`src/rtds_params.svh`:
```
// Purpose: Constants of the temperature input scanner.
// Assumes: 100 MHz clock, byte addresses on the register port.
// Notes:   Included by the formatter, the top module, the checker and the bench.
`ifndef RTDS_PARAMS_SVH
`define RTDS_PARAMS_SVH

// ****************************************************************
// Register map
// ****************************************************************
`define RTDS_CTRL_OFS     8'h00
`define RTDS_STAT_OFS     8'h04
`define RTDS_RES0_OFS     8'h10
`define RTDS_RES1_OFS     8'h14
`define RTDS_RES2_OFS     8'h18
`define RTDS_RES3_OFS     8'h1c
`define RTDS_CTRL_PTR_BIT 0
`define RTDS_CTRL_RUN_BIT 1
`define RTDS_CTRL_RST_PTR 1'h0
`define RTDS_CTRL_RST_RUN 1'h1

// ****************************************************************
// Input image layout
// ****************************************************************
`define RTDS_IMG_CHID_LSB 16
`define RTDS_IMG_FLT_LSB  18

// ****************************************************************
// Conversion and timing
// ****************************************************************
`define RTDS_F_OFS        32'sh140
`define RTDS_F_MUL        32'sh9
`define RTDS_F_DIV        32'sh5
`define RTDS_MAG_MAX      32'sh7fff
`define RTDS_SLOT_MS      160
`define RTDS_CLK_MHZ      100

`endif

```
`src/rtds_pkg.sv`:
```
// Purpose: Types shared by the temperature input scanner modules.
// Assumes: Nothing beyond the parameter header.
// Notes:   Holds types and the channel stepping function.
`default_nettype none

package rtds_pkg;

  typedef enum logic [2:0] {
    SNS_CU10   = 3'h0,
    SNS_CU25   = 3'h1,
    SNS_JPT100 = 3'h2,
    SNS_PT100  = 3'h3,
    SNS_PT1000 = 3'h4
  } rtds_sensor_t;

  typedef enum logic [1:0] {
    ST_REQ  = 2'b01,
    ST_BUSY = 2'b10
  } rtds_state_t;

  typedef struct packed {
    rtds_state_t        st;
    logic [31:0]        timer;
    logic [1:0]         chan;
    logic               req;
    logic               got;
    logic signed [15:0] raw;
    logic [3:0]         fault;
    logic               valid;
  } rtds_sched_st_t;

  typedef struct packed {
    logic [2:0]       n_act;
    rtds_sensor_t     sensor;
    logic             fahr;
    logic             mag_sign;
    logic             ptr_mode;
    logic             run;
    logic [3:0][31:0] res;
    logic [1:0]       mux;
    logic             burst;
    logic [1:0]       idx;
    logic [31:0]      img;
    logic             img_v;
    logic [31:0]      rdata;
  } rtds_top_st_t;

  // Next active channel, wrapping to the first after the last.
  function automatic logic [1:0] rtds_chan_next(input logic [1:0] cur,
                                                input logic [2:0] n_act);
    logic [2:0] nx;
    nx = {1'b0, cur} + 3'h1;
    if (nx >= n_act)
      return 2'h0;
    return nx[1:0];
  endfunction : rtds_chan_next

endpackage : rtds_pkg

`default_nettype wire

```
`src/rtds_cv_if.sv`:
```
// Purpose: Carries settings and results between the scanner modules.
// Assumes: One scheduler, one formatter, one top.
// Notes:   The formatted word is combinational from the held sample.
`default_nettype none

interface rtds_cv_if;
  logic [2:0]         n_act;
  logic               run;
  logic               fahr;
  logic               mag_sign;
  logic signed [15:0] raw;
  logic [15:0]        word;
  logic               res_valid;
  logic [1:0]         res_chan;
  logic [3:0]         res_fault;

  modport sched (input n_act, run, output raw, res_valid, res_chan,
                 res_fault);
  modport fmt   (input raw, fahr, mag_sign, output word);
  modport top   (output n_act, run, fahr, mag_sign,
                 input word, res_valid, res_chan, res_fault);
endinterface : rtds_cv_if

`default_nettype wire

```
`src/rtds_fmt.sv`:
```
// Purpose: Turns a Celsius sample into the reported data word.
// Assumes: Input is signed tenths of a degree Celsius.
// Notes:   Pure logic; no state.
`default_nettype none

module rtds_fmt
  import rtds_pkg::*;
(
  // Settings and sample
  rtds_cv_if.fmt cv
);
`include "rtds_params.svh"

  logic signed [31:0] c32;
  logic signed [31:0] t;
  logic signed [31:0] mag;
  logic               neg;

  always_comb
  begin
    c32 = {{16{cv.raw[15]}}, cv.raw};
    t = cv.fahr ? (c32 * `RTDS_F_MUL) / `RTDS_F_DIV + `RTDS_F_OFS : c32;
    neg = t < 32'sh0;
    mag = neg ? -t : t;
    // Saturation keeps the sign bit free in both formats.
    if (mag > `RTDS_MAG_MAX)
      mag = `RTDS_MAG_MAX;
    if (cv.mag_sign)
      cv.word = {neg, mag[14:0]};
    else
      cv.word = neg ? 16'(-mag) : mag[15:0];
  end

endmodule : rtds_fmt

`default_nettype wire

```
`src/rtds_scanner.sv`:
```
// Purpose: Four channel temperature input scanner with host image port.
// Assumes: Straps are steady levels; installed reads as one.
// Notes:   Straps are caught while reset is held.
//
// Operation
// - Two straps select one to four channels.
// - Both count straps installed give four channels.
// - Channels past the count are neither converted nor reported.
// - Three type straps decode the sensor type.
// - One sensor type serves every channel.
// - Default type is European platinum 100 ohm; with no type strap installed the code picks copper 10 ohm.
// - Two unit straps select format and scale.
// - Default is magnitude plus sign, Fahrenheit; with no unit strap installed the code gives two's complement Celsius.
// - Values are tenths of a degree.
// - Negative values set the data MSB.
// - Negatives follow the selected format.
// - Multiplexed mode gives one channel per scan.
// - Multiplexed mode steps active channels and wraps.
// - Pointer mode gives all active channels per scan.
// - Conversion runs apart from the host scan.
// - Reading latency is slots times count plus scan.
// - Image holds data, sign, channel id, faults.
//
// Decided for this implementation: the register offsets and the strobed register port.
`include "rtds_params.svh"
`default_nettype none

module rtds_scanner
  import rtds_pkg::*;
#(
  parameter int unsigned SLOT_CYCLES = `RTDS_SLOT_MS * 1000 * `RTDS_CLK_MHZ
)
(
  // Clock and reset
  input  wire logic          clk,
  input  wire logic          rstn,
  // Straps
  input  wire logic          chan_count_strap_lo,
  input  wire logic          chan_count_strap_hi,
  input  wire logic          sensor_type_strap_b0,
  input  wire logic          sensor_type_strap_b1,
  input  wire logic          sensor_type_strap_b2,
  input  wire logic          unit_strap_b0,
  input  wire logic          unit_strap_b1,
  // Register port
  input  wire logic [7:0]    reg_addr,
  input  wire logic [31:0]   reg_wdata,
  input  wire logic          reg_wr,
  input  wire logic          reg_rd,
  output var  logic [31:0]   reg_rdata,
  // Host scan
  input  wire logic          host_scan,
  output var  logic [31:0]   img_word,
  output var  logic          img_valid,
  // Front end
  output var  logic          fe_conv_req,
  output var  logic [1:0]    fe_chan,
  output var  logic [2:0]    fe_sensor_type,
  input  wire logic          fe_conv_done,
  input  wire logic [15:0]   fe_temp_c,
  input  wire logic [3:0]    fe_fault
);

  rtds_top_st_t s_r;
  rtds_top_st_t s_nxt;
  rtds_cv_if    cv ();

  // ****************************************************************
  // Conversion path
  // ****************************************************************
  rtds_sched #(
    .SLOT_CYCLES (SLOT_CYCLES)
  ) u_sched (
    .clk      (clk),
    .rstn     (rstn),
    .cv       (cv),
    .fe_req   (fe_conv_req),
    .fe_chan  (fe_chan),
    .fe_done  (fe_conv_done),
    .fe_temp  (fe_temp_c),
    .fe_fault (fe_fault)
  );

  rtds_fmt u_fmt (
    .cv (cv)
  );

  assign cv.n_act    = s_r.n_act;
  assign cv.run      = s_r.run;
  assign cv.fahr     = s_r.fahr;
  assign cv.mag_sign = s_r.mag_sign;

  // ****************************************************************
  // Strap decode
  // ****************************************************************
  function automatic rtds_sensor_t sensor_decode(input logic b2,
                                                 input logic b1,
                                                 input logic b0);
    rtds_sensor_t s;
    unique case ({b1, b0})
      2'h0: s = SNS_CU10;
      2'h1: s = SNS_CU25;
      2'h2: s = SNS_JPT100;
      2'h3: s = SNS_PT100;
    endcase
    // The high strap wins so a stray low strap cannot pick copper.
    if (b2)
      s = SNS_PT1000;
    return s;
  endfunction : sensor_decode

  // ****************************************************************
  // State update
  // ****************************************************************
  always_comb
  begin
    s_nxt = s_r;
    s_nxt.img_v = 1'b0;
    s_nxt.rdata = 32'h0;
    if (!rstn)
    begin
      s_nxt = '0;
      s_nxt.n_act = {1'b0, chan_count_strap_hi, chan_count_strap_lo}
                    + 3'h1;
      s_nxt.sensor = sensor_decode(sensor_type_strap_b2,
                                   sensor_type_strap_b1,
                                   sensor_type_strap_b0);
      s_nxt.mag_sign = unit_strap_b1;
      s_nxt.fahr = unit_strap_b0;
      s_nxt.ptr_mode = `RTDS_CTRL_RST_PTR;
      s_nxt.run = `RTDS_CTRL_RST_RUN;
    end
    else
    begin
      if (cv.res_valid)
      begin
        s_nxt.res[cv.res_chan] = 32'h0;
        s_nxt.res[cv.res_chan][15:0] = cv.word;
        s_nxt.res[cv.res_chan][`RTDS_IMG_CHID_LSB +: 2] = cv.res_chan;
        s_nxt.res[cv.res_chan][`RTDS_IMG_FLT_LSB +: 4] = cv.res_fault;
      end

      if (s_r.burst)
      begin
        s_nxt.img = s_r.res[s_r.idx];
        s_nxt.img_v = 1'b1;
        if ({1'b0, s_r.idx} == s_r.n_act - 3'h1)
          s_nxt.burst = 1'b0;
        else
          s_nxt.idx = s_r.idx + 2'h1;
      end
      else if (host_scan)
      begin
        s_nxt.img_v = 1'b1;
        if (s_r.ptr_mode)
        begin
          s_nxt.img = s_r.res[0];
          if (s_r.n_act > 3'h1)
          begin
            s_nxt.burst = 1'b1;
            s_nxt.idx = 2'h1;
          end
        end
        else
        begin
          s_nxt.img = s_r.res[s_r.mux];
          s_nxt.mux = rtds_chan_next(s_r.mux, s_r.n_act);
        end
      end

      if (reg_wr && reg_addr == `RTDS_CTRL_OFS)
      begin
        s_nxt.ptr_mode = reg_wdata[`RTDS_CTRL_PTR_BIT];
        s_nxt.run = reg_wdata[`RTDS_CTRL_RUN_BIT];
        // Any control register write restarts the multiplexed walk at channel one.
        s_nxt.mux = 2'h0;
      end

      if (reg_rd)
      begin
        unique case (reg_addr)
          `RTDS_CTRL_OFS:
          begin
            s_nxt.rdata[`RTDS_CTRL_PTR_BIT] = s_r.ptr_mode;
            s_nxt.rdata[`RTDS_CTRL_RUN_BIT] = s_r.run;
          end
          `RTDS_STAT_OFS:
            s_nxt.rdata[11:0] = {cv.res_chan, s_r.mux, s_r.fahr,
                                 s_r.mag_sign, s_r.sensor, s_r.n_act};
          `RTDS_RES0_OFS: s_nxt.rdata = s_r.res[0];
          `RTDS_RES1_OFS:
            s_nxt.rdata = (s_r.n_act > 3'h1) ? s_r.res[1] : 32'h0;
          `RTDS_RES2_OFS:
            s_nxt.rdata = (s_r.n_act > 3'h2) ? s_r.res[2] : 32'h0;
          `RTDS_RES3_OFS:
            s_nxt.rdata = (s_r.n_act > 3'h3) ? s_r.res[3] : 32'h0;
          default: s_nxt.rdata = 32'h0;
        endcase
      end
    end
  end

  always_ff @(posedge clk)
  begin
    s_r <= s_nxt;
  end

  // ****************************************************************
  // Outputs
  // ****************************************************************
  // one type for all
  assign fe_sensor_type = s_r.sensor;
  assign img_word       = s_r.img;
  assign img_valid      = s_r.img_v;
  assign reg_rdata      = s_r.rdata;

endmodule : rtds_scanner

`default_nettype wire

```
`src/rtds_sched.sv`:
```
// Purpose: Paces conversions over the active channels, apart from scans.
// Assumes: Front end answers a request with one done pulse.
// Notes:   A slot lasts the longer of the slot time and the conversion.
`default_nettype none

module rtds_sched
  import rtds_pkg::*;
#(
  parameter int unsigned SLOT_CYCLES = 16000000
)
(
  // Clock and reset
  input  wire logic          clk,
  input  wire logic          rstn,
  // Link to top
  rtds_cv_if.sched           cv,
  // Front end
  output var  logic          fe_req,
  output var  logic [1:0]    fe_chan,
  input  wire logic          fe_done,
  input  wire logic [15:0]   fe_temp,
  input  wire logic [3:0]    fe_fault
);

  rtds_sched_st_t s_r;
  rtds_sched_st_t s_nxt;

  always_comb
  begin
    s_nxt = s_r;
    s_nxt.req = 1'b0;
    s_nxt.valid = 1'b0;
    if (!rstn)
    begin
      s_nxt = '0;
      s_nxt.st = ST_REQ;
    end
    else
    begin
      unique case (s_r.st)
        ST_REQ:
        begin
          if (cv.run)
          begin
            s_nxt.req = 1'b1;
            s_nxt.timer = 32'h0;
            s_nxt.got = 1'b0;
            s_nxt.st = ST_BUSY;
          end
        end
        ST_BUSY:
        begin
          if (s_r.timer != SLOT_CYCLES - 1)
            s_nxt.timer = s_r.timer + 32'h1;
          if (fe_done && !s_r.got)
          begin
            s_nxt.got = 1'b1;
            s_nxt.raw = signed'(fe_temp);
            s_nxt.fault = fe_fault;
            s_nxt.valid = 1'b1;
          end
          if (s_r.got && s_r.timer == SLOT_CYCLES - 1)
          begin
            s_nxt.chan = rtds_chan_next(s_r.chan, cv.n_act);
            s_nxt.st = ST_REQ;
          end
        end
      endcase
    end
  end

  always_ff @(posedge clk)
  begin
    s_r <= s_nxt;
  end

  assign fe_req       = s_r.req;
  assign fe_chan      = s_r.chan;
  assign cv.raw       = s_r.raw;
  assign cv.res_valid = s_r.valid;
  assign cv.res_chan  = s_r.chan;
  assign cv.res_fault = s_r.fault;

endmodule : rtds_sched

`default_nettype wire
```
`config.mk`:
```
export PLATFORM = sky130hd
export DESIGN_NAME = rtds_scanner
export DESIGN_NICKNAME = d
export VERILOG_FILES = /design/src/rtds_pkg.sv /design/src/rtds_cv_if.sv /design/src/rtds_fmt.sv /design/src/rtds_scanner.sv /design/src/rtds_sched.sv
export VERILOG_INCLUDE_DIRS = /design/src
export SDC_FILE = /design/constraint.sdc
export NUM_CORES = 1
export LEC_CHECK = 0
export BUFFER_PORTS_ARGS = -buffer_cell sky130_fd_sc_hd__buf_2
export CAP_MARGIN = 25
export CORE_MARGIN = 1
export CORE_UTILIZATION = 62
export CTS_CLUSTER_DIAMETER = 30
export DETAILED_ROUTE_END_ITERATION = 16
export PLACE_DENSITY_LB_ADDON = 0.2
export SLEW_MARGIN = 10
export SYNTH_ARGS = -nofsm -noshare
export SYNTH_HDL_FRONTEND = slang
export SYNTH_SLANG_ARGS = --single-unit
```
`constraint.sdc`:
```
create_clock -name clk -period 15.42 [get_ports clk]
set_input_delay 3.084 -clock clk [delete_from_list [all_inputs] [get_ports clk]]
set_output_delay 3.084 -clock clk [all_outputs]
set_load 0.02 [all_outputs]
```
==> summary.md <==
| Metric | Value |
|---|---|
| Outcome | `completed` |
| Transition time at the pin with the least slew margin | `1140 ps` |
| Min Clock Period, post-route | `14570 ps` |
| Largest buffer count on any clock path | `3` |
| Post-DP HPWL | `39900 um` |
| Boundary Pins | `144` |
| First-pass iteration count of the detailed router | `8` |
| Synthesis Warnings | `0` |
| Fraction of final layout cells with drive strength greater than 1 | `20.4%` |
| Worst-path maximum fanout | `12` |
| Final total negative setup slack | `0 ps` |
| Kind of path behind the tightest hold check | `register to register` |
| Critical Path Start Type | `register` |
| Cell family with the largest share of critical-path delay | `simple AND/OR/NAND/NOR gates` |
| Remaining antenna violation count after routing | `0` |
| Critical path buffer and inverter count | `7` |
| Required time at the worst-slack endpoint | `15930 ps` |
| Global-route wire length before repair | `95700 um` |
| Setup-failing EPs final | `0` |
| Die Span Y | `181 um` |
| Slack of the worst reg-to-reg path | `850 ps` |
| Net count, final | `2597` |
| Max Slew Vio Count | `0` |
| Max-cap violations | `0` |
| Highest-count cells in the layout ignoring fill and taps | `sky130_fd_sc_hd__a21oi_1 (271), sky130_fd_sc_hd__dfxtp_1 (254), sky130_fd_sc_hd__nand2_1 (245)` |
| Die Span X | `181 um` |
| Post-synth ARST share | `0%` |
| Maximum number of pins on one net before global-route repair | `105` |
| Count of endpoints failing hold in the final timing report | `0` |
| Share of Yosys cell area claimed by the top area cell type | `26.1%` |
| Post-synthesis instance area | `19900 um^2` |
| Leakage power summed over all cells | `8.48 nW` |
| GPL Wtd Cong | `0.933` |
| CP most frequent cell | `sky130_fd_sc_hd__buf_4` |
| Die ar. | `32800 um^2` |
| Power per Cell Area | `170 nW/um^2` |
| Standard cell core area | `31600 um^2` |
| Unrepaired setup endpoints after global routing | `false` |
| Start point of the worst hold path | `u_sched.s_r[48]` |
| Avg Cell Area, Syn | `8.18 um^2` |
| Total nets after synthesis | `2558` |
| Number of antenna violations at the first check in global routing | `0` |
| Setup Crit Path Kind | `register to register` |
| Commonest non-fill, non-tap cell in the layout | `sky130_fd_sc_hd__a21oi_1` |
| Combined global-route utilization of all metal layers | `35.5%` |
| Setup WS post-layout | `854 ps` |
| CP peak stage delay | `570 ps` |
| Seq cells post-synth | `267` |
| Hold Path End | `u_sched.s_r[48]` |
| Count of cells along the worst register-to-register path | `61` |
| Buffers on Ports | `113` |
| Total number of placement rows | `65` |
| Peak supply drop | `0.149 mV` |
| Post-synth cell types | `126` |
| Vias/cell | `6.81` |
| Number of global-route vias before repair | `18500` |
| Worst-skew pair later-pin latency | `590 ps` |
| Reg2reg start | `u_sched.cv.raw[4]` |
| Worst clock skew | `24.3 ps` |
| Post-route clock period utilization | `94.5%` |
| Number of buffers inserted during clock tree synthesis | `55` |
| Post-detailed-route wirelength per cell | `20.6 um` |
| Dominant cell type by area after synthesis | `sky130_fd_sc_hd__dfxtp_1` |
| Hold depth | `2` |
| Number of design rule violations left after detail routing | `0` |
| Area added between synthesis and finish | `14.4%` |
| Clock Tree Root | `sky130_fd_sc_hd__clkbuf_16` |
| Number of H-tree levels | `2` |
| Largest cells by area after synthesis | `sky130_fd_sc_hd__dfxtp_1 (26%), sky130_fd_sc_hd__mux4_2 (7.2%), sky130_fd_sc_hd__a21oi_1 (6.9%), sky130_fd_sc_hd__nand2_1 (4.6%), sky130_fd_sc_hd__nor2_1 (3.5%)` |
| Clock-pin transition on the worst setup and hold timing paths | `50 ps` |
| Worst path slowest cell | `sky130_fd_sc_hd__fa_1` |
| Max Clock Freq | `68.7 MHz` |
| TritonCTS clock tree | `built` |
| Number of flops mapped to enable cells by yosys | `8` |
| Cell count after synthesis | `2430` |
| Initial standard-cell utilization of the core | `63.0%` |
| Total wirelength of the detailed-routed design | `60100 um` |
| Top FF cell, synth | `sky130_fd_sc_hd__dfxtp_1` |
| DRT iter0 DRCs | `1985` |
| Routed vias | `19900` |
| Antenna diode instance count | `0` |
| Dpl ws | `458 ps` |
| CP Capture Type | `register` |
| Worst slew margin relative to its limit | `23.6%` |
| Fraction of the yosys area taken by sequential cells | `27.3%` |
| Crit path arrival time | `15080 ps` |
| Total number of clock tree sinks | `267` |
| Remaining Overflow, GRT | `0` |
[routing by layer]
metal / share of wire [%] / vias to the layer above / wire length [um] / GRT usage, %
li1: - / 9239 / - / -
met1: 41 / 9399 / 24300 / 45.2
met2: 48 / 1037 / 28600 / 59.5
met3: 8.4 / 182 / 5040 / 5.76
met4: 3.5 / 0 / 2080 / 15.1
met5: 0 / - / 0 / 0
[final cells by class]
cell class / count / area [um^2]
flip-flops and latches: 267 / 5430
fillers: 2466 / 8800
clock inverters: 39 / 495
repair buffers: 218 / 1360
inverters: 24 / 91.3
multi-input cells: 1903 / 13400
clock buffers: 62 / 1430
well taps: 402 / 503
[cells in the mapped netlist, types with 14 or more instances]
library cell / instances
sky130_fd_sc_hd__nand4_1: 25
sky130_fd_sc_hd__o211ai_1: 26
sky130_fd_sc_hd__nor2_1: 186
sky130_fd_sc_hd__dfxtp_1: 259
sky130_fd_sc_hd__mux4_2: 64
sky130_fd_sc_hd__xor2_1: 49
sky130_fd_sc_hd__a211oi_1: 39
sky130_fd_sc_hd__a31oi_1: 24
sky130_fd_sc_hd__buf_2: 18
sky130_fd_sc_hd__xnor2_1: 55
sky130_fd_sc_hd__a21o_1: 15
sky130_fd_sc_hd__or3_1: 23
sky130_fd_sc_hd__a21oi_1: 273
sky130_fd_sc_hd__a22oi_1: 56
sky130_fd_sc_hd__mux2i_1: 40
sky130_fd_sc_hd__o21ai_1: 21
sky130_fd_sc_hd__clkbuf_1: 135
sky130_fd_sc_hd__inv_1: 22
sky130_fd_sc_hd__and2_1: 18
sky130_fd_sc_hd__nor4_1: 14
sky130_fd_sc_hd__and3_1: 61
sky130_fd_sc_hd__o21a_1: 14
sky130_fd_sc_hd__nand2b_1: 31
sky130_fd_sc_hd__ha_1: 54
sky130_fd_sc_hd__buf_4: 73
sky130_fd_sc_hd__nor3_1: 45
sky130_fd_sc_hd__o31ai_1: 14
sky130_fd_sc_hd__nand2_1: 246
sky130_fd_sc_hd__nand3_1: 93
sky130_fd_sc_hd__o21ai_0: 115
[through the flow]
step           cell area [um^2]  cells  util [%]  total power [W]  hold slack, ps
2_1_floorplan             19900   2430         -          0.00203             455
3_3_place_gp              20500   2798      64.8          0.00249             467
3_5_place_dp              20500   2798      64.8          0.00253             477
5_1_grt                   22800   2915      72.1          0.00406             509
6_report                  22800   2915      72.1          0.00386             481
4_1_cts                   22400   2899      70.9          0.00376             483
[timing repair]
item | CTS | global route
setup endpoints to repair | 0 | 35
hold buffers | 0 | 0
buffers inserted | 0 | 10
resized for setup | 0 | 44
[tightest hold or removal path, cell delays in order, from the launching register on]
cell                      delay [ps]
sky130_fd_sc_hd__dfxtp_1         310
sky130_fd_sc_hd__o21ai_0          70
sky130_fd_sc_hd__a21oi_1          60
[kinds of logic after synthesis]
kind of cell,synth area share [%]
compound gates,27.6
xor+xnor,4.58
fa+ha+maj,3.61
buf+inv,6.48
flops,27.3
mux,9.51
simple gates,21.0
[worst max-delay path by stage]
stage | from | end | depth (start not counted) | slack, ps
final | u_sched.cv.raw[4] | register | 61 | 850
after global routing | u_sched.cv.raw[4] | register | 61 | 10
after CTS | u_sched.cv.raw[4] | register | 59 | 390
after detailed placement | u_sched.cv.raw[4] | register | 59 | 460
after global placement | u_sched.cv.raw[4] | register | 59 | 700
after floorplan | u_sched.cv.raw[1] | register | 58 | 1640
[report_power, final]
part | internal [W] | switching (W)
Clock | 0.000822 | 0.000406
Combinational | 0.000741 | 0.00117
Sequential | 0.000704 | 0.0000124
Power figures use the tool's default switching activity.
